$ cat src/design/timer_cfg.svh
`ifndef TIMER_CFG_SVH
`define TIMER_CFG_SVH
// register byte offsets
`define A_SEL    5'h00
`define A_FORCE  5'h01
`define A_MASK3  5'h02
`define A_DATA3  5'h03
`define A_CNTH   5'h04
`define A_CNTL   5'h05
`define A_SC1    5'h06
`define A_TOV    5'h08
`define A_ACT    5'h09
`define A_EDGE   5'h0B
`define A_IE     5'h0C
`define A_SC2    5'h0D
`define A_FLG1   5'h0E
`define A_FLG2   5'h0F
`define CH_SEL   2'h2
`define A_PACTL  5'h18
`define A_PAFLG  5'h19
`define A_PACH   5'h1A
`define A_PACL   5'h1B
`define A_PORT   5'h1D
`define A_DDR    5'h1E
`define A_TEST   5'h1F
// field positions
`define SC1_RUN  7
`define SC2_TOIE 7
`define SC2_PULL 5
`define SC2_PRE  2:0
`define FLG2_TOF 7
`define PA_EN    6
`define PA_GATED 5
`define PA_FALL  4
`define PA_IE    1:0
`define TEST_BYP 0
// values
`define ZERO4    4'h0
`define ZERO8    8'h00
`define ZERO16   16'h0000
`define ONE8     8'h01
`define ONE16    16'h0001
`define CNT_MAX  16'hFFFF
`define PRE_ONES 8'hFF
`define ALL_CH   3'h7
`endif

$ cat src/design/timer_pkg.sv
package timer_pkg;
    typedef logic [7:0] byte_t;
    typedef logic [3:0] nib_t;
    typedef logic [4:0] addr_t;
    typedef enum logic [1:0] {
        ACT_NONE   = 2'h0,
        ACT_TOGGLE = 2'h1,
        ACT_CLEAR  = 2'h2,
        ACT_SET    = 2'h3
    } pin_action_t;
endpackage : timer_pkg

$ cat src/design/capture_compare_timer.sv
// Notes on behaviour
// - 16-bit up-counter clocked through a seven-stage power-of-two prescaler.
// - four channels, each separately input capture or output compare.
// - only channel 3 may instead feed the pulse accumulator.
// - counter wrap from all ones sets an overflow flag.
// - capture latches the counter on the selected pin edge.
// - compare acts on the pin when counter equals channel value.
// - 16-bit accumulator counts edges or gated prescaler ticks.
// - event mode takes its input from the channel 3 pin.
// - per-channel toggle of the pin on each counter overflow.
// - pull-up option sampled at reset enables the port pull-ups.
// - non-supervisor accesses are refused with a transfer error.
// - clearing run enable or accumulator enable stops all functions.
// - stop mode halts operation; it resumes from the held state.
// - wait, doze and debug modes do not affect the timer.
// - test register reachable only in test mode.
// - pins without timer function are port data and direction I/O.
// - channel 3 pin serves channel 3 or the accumulator.
// - select bit one means compare, zero means capture.
// - forced compare does the pin action but sets no flag.
// - channel 3 compare wins; masked pins take channel 3 data.
// - counter writes work only in test mode; reads always.
`timescale 1ns/100ps
`default_nettype none
`include "timer_cfg.svh"

module capture_compare_timer (
    input  wire logic             clock,
    input  wire logic             resetn,
    input  wire logic             clock_en,
    input  wire timer_pkg::addr_t addr,
    input  wire timer_pkg::byte_t wdata,
    input  wire logic             wr,
    input  wire logic             rd,
    output var  timer_pkg::byte_t rdata,
    output logic                  bus_error,
    input  wire logic             supervisor,
    input  wire logic             test_mode,
    input  wire logic             stop_mode,
    input  wire logic             pullup_option,
    input  wire timer_pkg::nib_t  pin_in,
    output var  timer_pkg::nib_t  pin_out,
    output var  timer_pkg::nib_t  pin_oe_n,
    output var  timer_pkg::nib_t  pin_pullup,
    output logic                  irq
);
    import timer_pkg::*;

    nib_t        sel_r, sel_nxt, mask3_r, mask3_nxt, data3_r, data3_nxt;
    nib_t        tov_r, tov_nxt, ie_r, ie_nxt, flg1_r, flg1_nxt;
    nib_t        port_r, port_nxt, ddr_r, ddr_nxt, prev_r;
    byte_t       sc1_r, sc1_nxt, act_r, act_nxt, edge_r, edge_nxt;
    byte_t       sc2_r, sc2_nxt, pactl_r, pactl_nxt, test_r, test_nxt;
    byte_t       pre_r, pre_nxt, rdata_nxt, rd_mux, pre_mask;
    logic [15:0] cnt_r, cnt_nxt, pacnt_r, pacnt_nxt;
    logic [15:0] chan_r [4];
    logic [15:0] chan_nxt [4];
    logic [1:0]  paflg_r, paflg_nxt, paf_clr;
    logic        tof_r, tof_nxt, tof_clr, pull_r, pull_nxt, err_nxt;
    nib_t        flg_clr, rise, fall, live, cap, match, frc;
    nib_t        drv, out_en, hw_en, hw_val, port_rd;
    logic        wr_ok, rd_ok, run, tick, ovf, hit3, pa_event;
    logic        pa_edge, pa_inc, pa_ovf;

    // bus qualification: user mode never reaches the register file
    assign wr_ok = wr & supervisor;
    assign rd_ok = rd & supervisor;

    // wait, doze and debug have no input here, so they cannot stop it
    assign run = sc1_r[`SC1_RUN] & pactl_r[`PA_EN] & ~stop_mode;

    // low sel bits of the free-running prescaler all ones gives 2**sel
    assign pre_mask = ~(`PRE_ONES << sc2_r[`SC2_PRE]);
    assign tick = run & (((pre_r & pre_mask) == pre_mask) |
                         (test_mode & test_r[`TEST_BYP]));
    assign ovf  = tick & (cnt_r == `CNT_MAX);

    // event mode claims the channel 3 pin from capture and compare
    assign pa_event = pactl_r[`PA_EN] & ~pactl_r[`PA_GATED];
    assign live = {~pa_event, `ALL_CH};
    assign rise = pin_in & ~prev_r;
    assign fall = ~pin_in & prev_r;
    assign hit3 = match[3] | frc[3];

    // per-channel capture, compare and pin ownership
    for (genvar i = 0; i < 4; i++) begin : g_ch
        logic [1:0]  edg;
        pin_action_t act;
        assign edg = edge_r[2*i +: 2];
        assign act = pin_action_t'(act_r[2*i +: 2]);
        assign cap[i] = run & live[i] & ~sel_r[i] &
                        ((edg[0] & rise[i]) | (edg[1] & fall[i]));
        assign match[i] = tick & live[i] & sel_r[i] &
                          (cnt_r == chan_r[i]);
        // a disabled timer ignores forces as it ignores matches
        assign frc[i] = run & wr_ok & (addr == `A_FORCE) &
                        wdata[i] & sel_r[i];
        // channel 3 mask overrides this channel's own action
        assign hw_en[i] = (hit3 & mask3_r[i]) |
                          ((match[i] | frc[i]) & (act != ACT_NONE)) |
                          (ovf & tov_r[i]);
        assign hw_val[i] = (hit3 & mask3_r[i]) ? data3_r[i] :
                           ((match[i] | frc[i]) & (act != ACT_NONE)) ?
                           ((act == ACT_TOGGLE) ? ~port_r[i] :
                            (act == ACT_SET)) : ~port_r[i];
        assign drv[i] = sel_r[i] & live[i] &
                        ((act != ACT_NONE) | tov_r[i] | mask3_r[i]);
    end

    // pins: timer drive, else direction register
    assign out_en     = drv | ddr_r;
    assign pin_oe_n   = ~out_en;
    assign pin_out    = port_r;
    assign port_rd    = (port_r & out_en) | (pin_in & ~out_en);
    assign pin_pullup = {4{pull_r}};

    // accumulator: edges in event mode, ticks while pin active if gated
    assign pa_edge = pactl_r[`PA_FALL] ? fall[3] : rise[3];
    assign pa_inc  = run & (pactl_r[`PA_GATED] ?
                     (tick & (pin_in[3] ^ pactl_r[`PA_FALL])) :
                     pa_edge);
    assign pa_ovf  = pa_inc & (pacnt_r == `CNT_MAX);

    assign irq = (|(flg1_r & ie_r)) | (tof_r & sc2_r[`SC2_TOIE]) |
                 (|(paflg_r & pactl_r[`PA_IE]));

    // read decode; refused, reserved and write-only reads give zero
    always_comb begin
        rd_mux = `ZERO8;
        if (addr == `A_SEL) begin
            rd_mux = {`ZERO4, sel_r};
        end else if (addr == `A_MASK3) begin
            rd_mux = {`ZERO4, mask3_r};
        end else if (addr == `A_DATA3) begin
            rd_mux = {`ZERO4, data3_r};
        end else if (addr == `A_CNTH) begin
            rd_mux = cnt_r[15:8];
        end else if (addr == `A_CNTL) begin
            rd_mux = cnt_r[7:0];
        end else if (addr == `A_SC1) begin
            rd_mux = sc1_r;
        end else if (addr == `A_TOV) begin
            rd_mux = {`ZERO4, tov_r};
        end else if (addr == `A_ACT) begin
            rd_mux = act_r;
        end else if (addr == `A_EDGE) begin
            rd_mux = edge_r;
        end else if (addr == `A_IE) begin
            rd_mux = {`ZERO4, ie_r};
        end else if (addr == `A_SC2) begin
            rd_mux = sc2_r;
            rd_mux[`SC2_PULL] = pull_r;
        end else if (addr == `A_FLG1) begin
            rd_mux = {`ZERO4, flg1_r};
        end else if (addr == `A_FLG2) begin
            rd_mux[`FLG2_TOF] = tof_r;
        end else if (addr[4:3] == `CH_SEL) begin
            rd_mux = addr[0] ? chan_r[addr[2:1]][7:0]
                             : chan_r[addr[2:1]][15:8];
        end else if (addr == `A_PACTL) begin
            rd_mux = pactl_r;
        end else if (addr == `A_PAFLG) begin
            rd_mux[1:0] = paflg_r;
        end else if (addr == `A_PACH) begin
            rd_mux = pacnt_r[15:8];
        end else if (addr == `A_PACL) begin
            rd_mux = pacnt_r[7:0];
        end else if (addr == `A_PORT) begin
            rd_mux = {`ZERO4, port_rd};
        end else if (addr == `A_DDR) begin
            rd_mux = {`ZERO4, ddr_r};
        end else if (addr == `A_TEST && test_mode) begin
            rd_mux = test_r;
        end
    end

    // next state: counter and prescaler steps, then software writes, hardware events override
    always_comb begin
        sel_nxt = sel_r;     mask3_nxt = mask3_r; data3_nxt = data3_r;
        sc1_nxt = sc1_r;     tov_nxt = tov_r;     act_nxt = act_r;
        edge_nxt = edge_r;   ie_nxt = ie_r;       sc2_nxt = sc2_r;
        pactl_nxt = pactl_r; ddr_nxt = ddr_r;     test_nxt = test_r;
        pull_nxt = pull_r;   port_nxt = port_r;   pacnt_nxt = pacnt_r;
        chan_nxt = chan_r;
        flg_clr = `ZERO4;
        tof_clr = 1'b0;
        paf_clr = 2'h0;
        cnt_nxt = tick ? cnt_r + `ONE16 : cnt_r;
        pre_nxt = run ? pre_r + `ONE8 : pre_r;
        if (wr_ok) begin
            if (addr == `A_SEL) begin
                sel_nxt = wdata[3:0];
            end else if (addr == `A_MASK3) begin
                mask3_nxt = wdata[3:0];
            end else if (addr == `A_DATA3) begin
                data3_nxt = wdata[3:0];
            end else if (addr == `A_CNTH && test_mode) begin
                cnt_nxt[15:8] = wdata;
            end else if (addr == `A_CNTL && test_mode) begin
                cnt_nxt[7:0] = wdata;
            end else if (addr == `A_SC1) begin
                sc1_nxt = wdata;
            end else if (addr == `A_TOV) begin
                tov_nxt = wdata[3:0];
            end else if (addr == `A_ACT) begin
                act_nxt = wdata;
            end else if (addr == `A_EDGE) begin
                edge_nxt = wdata;
            end else if (addr == `A_IE) begin
                ie_nxt = wdata[3:0];
            end else if (addr == `A_SC2) begin
                sc2_nxt = wdata;
                pull_nxt = wdata[`SC2_PULL];
                pre_nxt = `ZERO8; // new division starts clean
            end else if (addr == `A_FLG1) begin
                flg_clr = wdata[3:0];
            end else if (addr == `A_FLG2) begin
                tof_clr = wdata[`FLG2_TOF];
            end else if (addr[4:3] == `CH_SEL) begin
                if (addr[0]) begin
                    chan_nxt[addr[2:1]][7:0] = wdata;
                end else begin
                    chan_nxt[addr[2:1]][15:8] = wdata;
                end
            end else if (addr == `A_PACTL) begin
                pactl_nxt = wdata;
            end else if (addr == `A_PAFLG) begin
                paf_clr = wdata[1:0];
            end else if (addr == `A_PACH) begin
                pacnt_nxt[15:8] = wdata;
            end else if (addr == `A_PACL) begin
                pacnt_nxt[7:0] = wdata;
            end else if (addr == `A_PORT) begin
                port_nxt = wdata[3:0];
            end else if (addr == `A_DDR) begin
                ddr_nxt = wdata[3:0];
            end else if (addr == `A_TEST && test_mode) begin
                test_nxt = wdata;
            end
        end
        for (int k = 0; k < 4; k++) begin
            if (cap[k]) begin
                chan_nxt[k] = cnt_r;
            end
        end
        port_nxt = (port_nxt & ~hw_en) | (hw_val & hw_en);
        if (pa_inc) begin
            pacnt_nxt = pacnt_r + `ONE16;
        end
        // a set in the same cycle as its clear is kept
        flg1_nxt = (flg1_r & ~flg_clr) | cap | match;
        tof_nxt = (tof_r & ~tof_clr) | ovf;
        paflg_nxt = (paflg_r & ~paf_clr) |
                    {pa_ovf, run & pa_edge & pa_event};
        rdata_nxt = rd_ok ? rd_mux : `ZERO8;
        err_nxt = (wr | rd) & ~supervisor;
    end

    // state registers; clock_en low freezes everything
    always_ff @(posedge clock) begin
        if (!resetn) begin
            sel_r <= `ZERO4;   mask3_r <= `ZERO4; data3_r <= `ZERO4;
            tov_r <= `ZERO4;   ie_r <= `ZERO4;    flg1_r <= `ZERO4;
            port_r <= `ZERO4;  ddr_r <= `ZERO4;   prev_r <= `ZERO4;
            sc1_r <= `ZERO8;   act_r <= `ZERO8;   edge_r <= `ZERO8;
            sc2_r <= `ZERO8;   pactl_r <= `ZERO8; test_r <= `ZERO8;
            pre_r <= `ZERO8;   rdata <= `ZERO8;   cnt_r <= `ZERO16;
            pacnt_r <= `ZERO16;
            chan_r <= '{default: `ZERO16};
            paflg_r <= 2'h0;
            tof_r <= 1'b0;
            bus_error <= 1'b0;
            pull_r <= pullup_option;
        end else if (clock_en) begin
            sel_r <= sel_nxt;   mask3_r <= mask3_nxt; data3_r <= data3_nxt;
            tov_r <= tov_nxt;   ie_r <= ie_nxt;       flg1_r <= flg1_nxt;
            port_r <= port_nxt; ddr_r <= ddr_nxt;     prev_r <= pin_in;
            sc1_r <= sc1_nxt;   act_r <= act_nxt;     edge_r <= edge_nxt;
            sc2_r <= sc2_nxt;   pactl_r <= pactl_nxt; test_r <= test_nxt;
            pre_r <= pre_nxt;   rdata <= rdata_nxt;   cnt_r <= cnt_nxt;
            pacnt_r <= pacnt_nxt;
            chan_r <= chan_nxt;
            paflg_r <= paflg_nxt;
            tof_r <= tof_nxt;
            bus_error <= err_nxt;
            pull_r <= pull_nxt;
        end
    end
endmodule : capture_compare_timer
`default_nettype wire

$ cat config.mk
export PLATFORM = sky130hd
export DESIGN_NAME = capture_compare_timer
export DESIGN_NICKNAME = d
export VERILOG_FILES = /design/src/design/timer_pkg.sv /design/src/design/capture_compare_timer.sv
export VERILOG_INCLUDE_DIRS = /design/src /design/src/design
export SDC_FILE = /design/constraint.sdc
export NUM_CORES = 1
export LEC_CHECK = 0
export ABC_AREA = 1
export BUFFER_PORTS_ARGS = -buffer_cell sky130_fd_sc_hd__buf_4
export CAP_MARGIN = 20
export CORE_MARGIN = 10
export CORE_UTILIZATION = 39
export CTS_CLUSTER_SIZE = 25
export DETAILED_ROUTE_END_ITERATION = 16
export SLEW_MARGIN = 20
export SYNTH_ARGS = -nofsm -noshare
export SYNTH_HDL_FRONTEND = slang
export SYNTH_SLANG_ARGS = --single-unit
$ cat constraint.sdc
create_clock -name clock -period 2 [get_ports clock]
set_input_delay 0.4 -clock clock [delete_from_list [all_inputs] [get_ports clock]]
set_output_delay 0.4 -clock clock [all_outputs]
set_load 0.01 [all_outputs]
==> results.md <==
- Area after DPL: 15800 sq um
- Synthesized cell area: 12200 sq um
- Status: complete, but fails checks
- Post-synth cell types: 51
- Vias per std cell: 5.87
- Flop-to-flop setup slack: -0.18 ns
- Failing checks: setup timing
- Commonest cells after routing, fill and taps aside: 419 x buf_4, 330 x nand2_1, 201 x a21oi_1
- ANT nets after route: 0
- Crit end category: flip-flop
- CP bufs+invs: 4
- Sequential fraction of the synthesis area: 32.7%
- Synth Area per Inst: 6.40 sq um
- GR peak layer: met2
- Number of global-route vias before repair: 14600
- Fmax: 459 MHz
- Worst setup SP type: flip-flop
- Dominant synthesized flop cell: dfxtp_1
- Hold Startpoint: pullup_option
- Flops & latches, synth: 199
- Initial antenna violation count: 1
- Clk slew on worst S/H paths: 0.09 ns
- H-tree depth: 4
- Ys Warns: 0
- Routed len/inst: 22.7 microns
- Crit path DAT: 2.56 ns
- Core area: 30700 sq um
- Hold-fix buffer count after cts: 0
- Mapped Cells: 1910
- Worst slew pin tran: 0.739 ns
- Hold Path Class: input pin to flip-flop
- Final WS setup: -0.181 ns
- Setup tns final: -2.44 ns
- Slowest stage delay, CP: 0.37 ns
- Post-synth EDFFs: 1
- Nets@finish: 2332
- R2R depth: 16
- Slew Limit Fails: 0
- Cell Count, Final, Fillers Out: 2712
- I/O Buffers: 47
- Overall routed net length: 61700 microns
- Met3 global-route usage: 6.78%
- Final Hold Viols: 0
- Post-layout minimum cycle time: 2.18 ns
- Critical path peak fanout: 5
- Commonest non-fill, non-tap cell in the layout: buf_4
- Worst path cell trace: inv_1 > nand2_1 > nand4_1 > nor2_1 > nand2_1 > nor3_2 > buf_4 > nand2_4 > nand2_2 > buf_6 > nand2_2 > or2_0 > nand3_1 > nand3_1 > nand2_1 > inv_1
- WS Path Type: flip-flop to flip-flop
- First-pass GRT wire length: 90000 microns
- Detailed Route Iter0 Violations: 2015
- Critical path's top delay family: simple AND/OR/NAND/NOR gates
- Num ports: 48
- Final Instance Area: 17800 sq um
- Iteration count of the initial detailed-routing pass: 6
- All-Layer GR Usage: 30.5%
- Fin crit share: 109%
- Routing usage on met2: 47.2%
- Share of flip-flops with an asynchronous set or reset: 0%
- Final Wtd Congestion: 1.04
- Share of layout cells above drive strength 1: 34.9%
- Initial Util: 39.7%
- Mapped Nets: 1939
- Root Buffer: clkbuf_16
- Clock sink count: 199
- Final setup fails: 27
- Clock Skews: 0.0199 ns
- Cts bufs inserted: 17
- # Max-Cap Violations: 0
- Gr ovfl total: 0
- Clock latency at the later pin of the worst-skew pair: 0.47 ns
- P&R area growth vs syn: 45.8%
- Slew HR: 50.3%
- Die X: 197 microns
- Die height: 197 microns
- CTS Buffer Depth: 2
- Largest net degree at the start of global routing: 66
- DRC viols: 0
- Antenna diodes: 0
- Vias: 15900
- Dpl cells: 2648
- Hold WS: 0.204 ns
- Peak VDD IR: 0.660 mV
- Most frequent CP cell: nand2_1
- Dpl hpwl: 47000 microns
- Die Area: 38800 sq um
- Final Power: 8.90 mW
- Routing usage on met1: 39.8%
- RSZ-0062 raised after global routing: true
- CP max stage cell: dfxtp_2
- Crit Reg-Reg Startpoint: chan_r[15]
- PwrDens: 499 nW/um^2
- Hold Path Depth: 3
- TritonCTS clock tree: built
- Standard-cell row count: 64
- WHS Endpoint: pull_r
- Leakage: 7.79 nW
- Worst Path Required: 2.38 ns
-- cell usage after synthesis (6+ instances only) --
cell | count | area (sq um)
buf_2 | 25 | 125
dfxtp_1 | 198 | 3960
nor2_1 | 157 | 589
nand4_1 | 34 | 213
o21ai_0 | 177 | 886
o22ai_1 | 120 | 751
o211ai_1 | 20 | 150
a21oi_1 | 213 | 1070
xnor2_1 | 16 | 140
o2111ai_1 | 8 | 70.1
clkinv_1 | 8 | 30.0
a221oi_1 | 7 | 61.3
o31ai_1 | 8 | 60.1
clkbuf_1 | 57 | 214
nor3_1 | 24 | 120
inv_2 | 11 | 41.3
nor4_1 | 8 | 50.1
buf_4 | 7 | 52.6
nand2_1 | 417 | 1570
inv_1 | 214 | 803
nor2_2 | 6 | 37.5
nand3_1 | 88 | 440
xor2_1 | 31 | 272
-- how the worst max path moves through the flow --
stage                     from          to  depth (start not counted)  slack [ns]
finish              chan_r[15]   flip-flop                         16       -0.18
global route         cnt_r[15]   flip-flop                         14       -0.32
CTS                   pre_r[4]   flip-flop                         16       -0.14
detailed placement     addr[1]    rdata[2]                         21       -0.83
global placement       addr[1]    rdata[2]                         21       -0.88
floorplan              addr[1]  chan_r[38]                         19      -0.002
-- layout make-up --
type	count	area (sq um)
Inverter	234	903
Sequential cell	199	4080
Multi-Input combinational cell	1380	7810
Clock buffer	18	439
Timing Repair Buffer	471	3930
Clock inverter	14	171
Tap cell	396	495
Fill cell	2959	12900
-- stage by stage --
stage               setup slack (ns)  util (%)
global placement              -0.876      51.4
global route                  -0.317      58.0
floorplan                   -0.00232         -
detailed placement            -0.831      51.4
finish                        -0.181      58.0
CTS                           -0.137      54.8
-- state kept, by name, summed over array words and instances, names as in the netlist, 7 cells and up, named ones only --
| register | flops |
|---|---|
| rdata | 8 |
| pacnt_r | 16 |
| sc1_r | 8 |
| chan_r | 64 |
| test_r | 8 |
| cnt_r | 16 |
| pre_r | 7 |
| pactl_r | 8 |
| sc2_r | 7 |
| edge_r | 8 |
| act_r | 8 |
-- power by group --
group          internal (mW)  switching, mW  total, mW
Sequential              3.97         0.0202       3.99
Combinational          0.401          0.739       1.14
Clock                   1.84           1.93       3.77
-- repair_timing --
item                       4_1_cts  5_1_grt
buffers inserted                 8       21
setup endpoints to repair       43       75
resized for setup              116      257
gates cloned                     1        2
pin swaps                       27      101
-- cells by family after synthesis --
| family | Yosys count | share of synthesized area (%) |
|---|---|---|
| fa+ha+maj | 3 | 0.307 |
| flops | 199 | 32.7 |
| compound gates | 573 | 26.4 |
| simple gates | 756 | 26.3 |
| buf+inv | 332 | 10.9 |
| xor+xnor | 47 | 3.37 |
-- metal layers --
| metal | vias to the layer above | part of all wire (%) | wire [microns] |
|---|---|---|---|
| li1 | 7246 | - | - |
| met1 | 7442 | 40 | 24700 |
| met2 | 1020 | 44 | 27100 |
| met4 | 2 | 5.1 | 3150 |
| met3 | 212 | 11 | 6710 |
| met5 | - | 0.013 | 8 |
-- tightest hold or removal path: stages --
cell	delay [ns]
buf_4	0.07
nand2_1	0.04
o21ai_0	0.06
No activity file was read; power rests on OpenSTA's default activity.
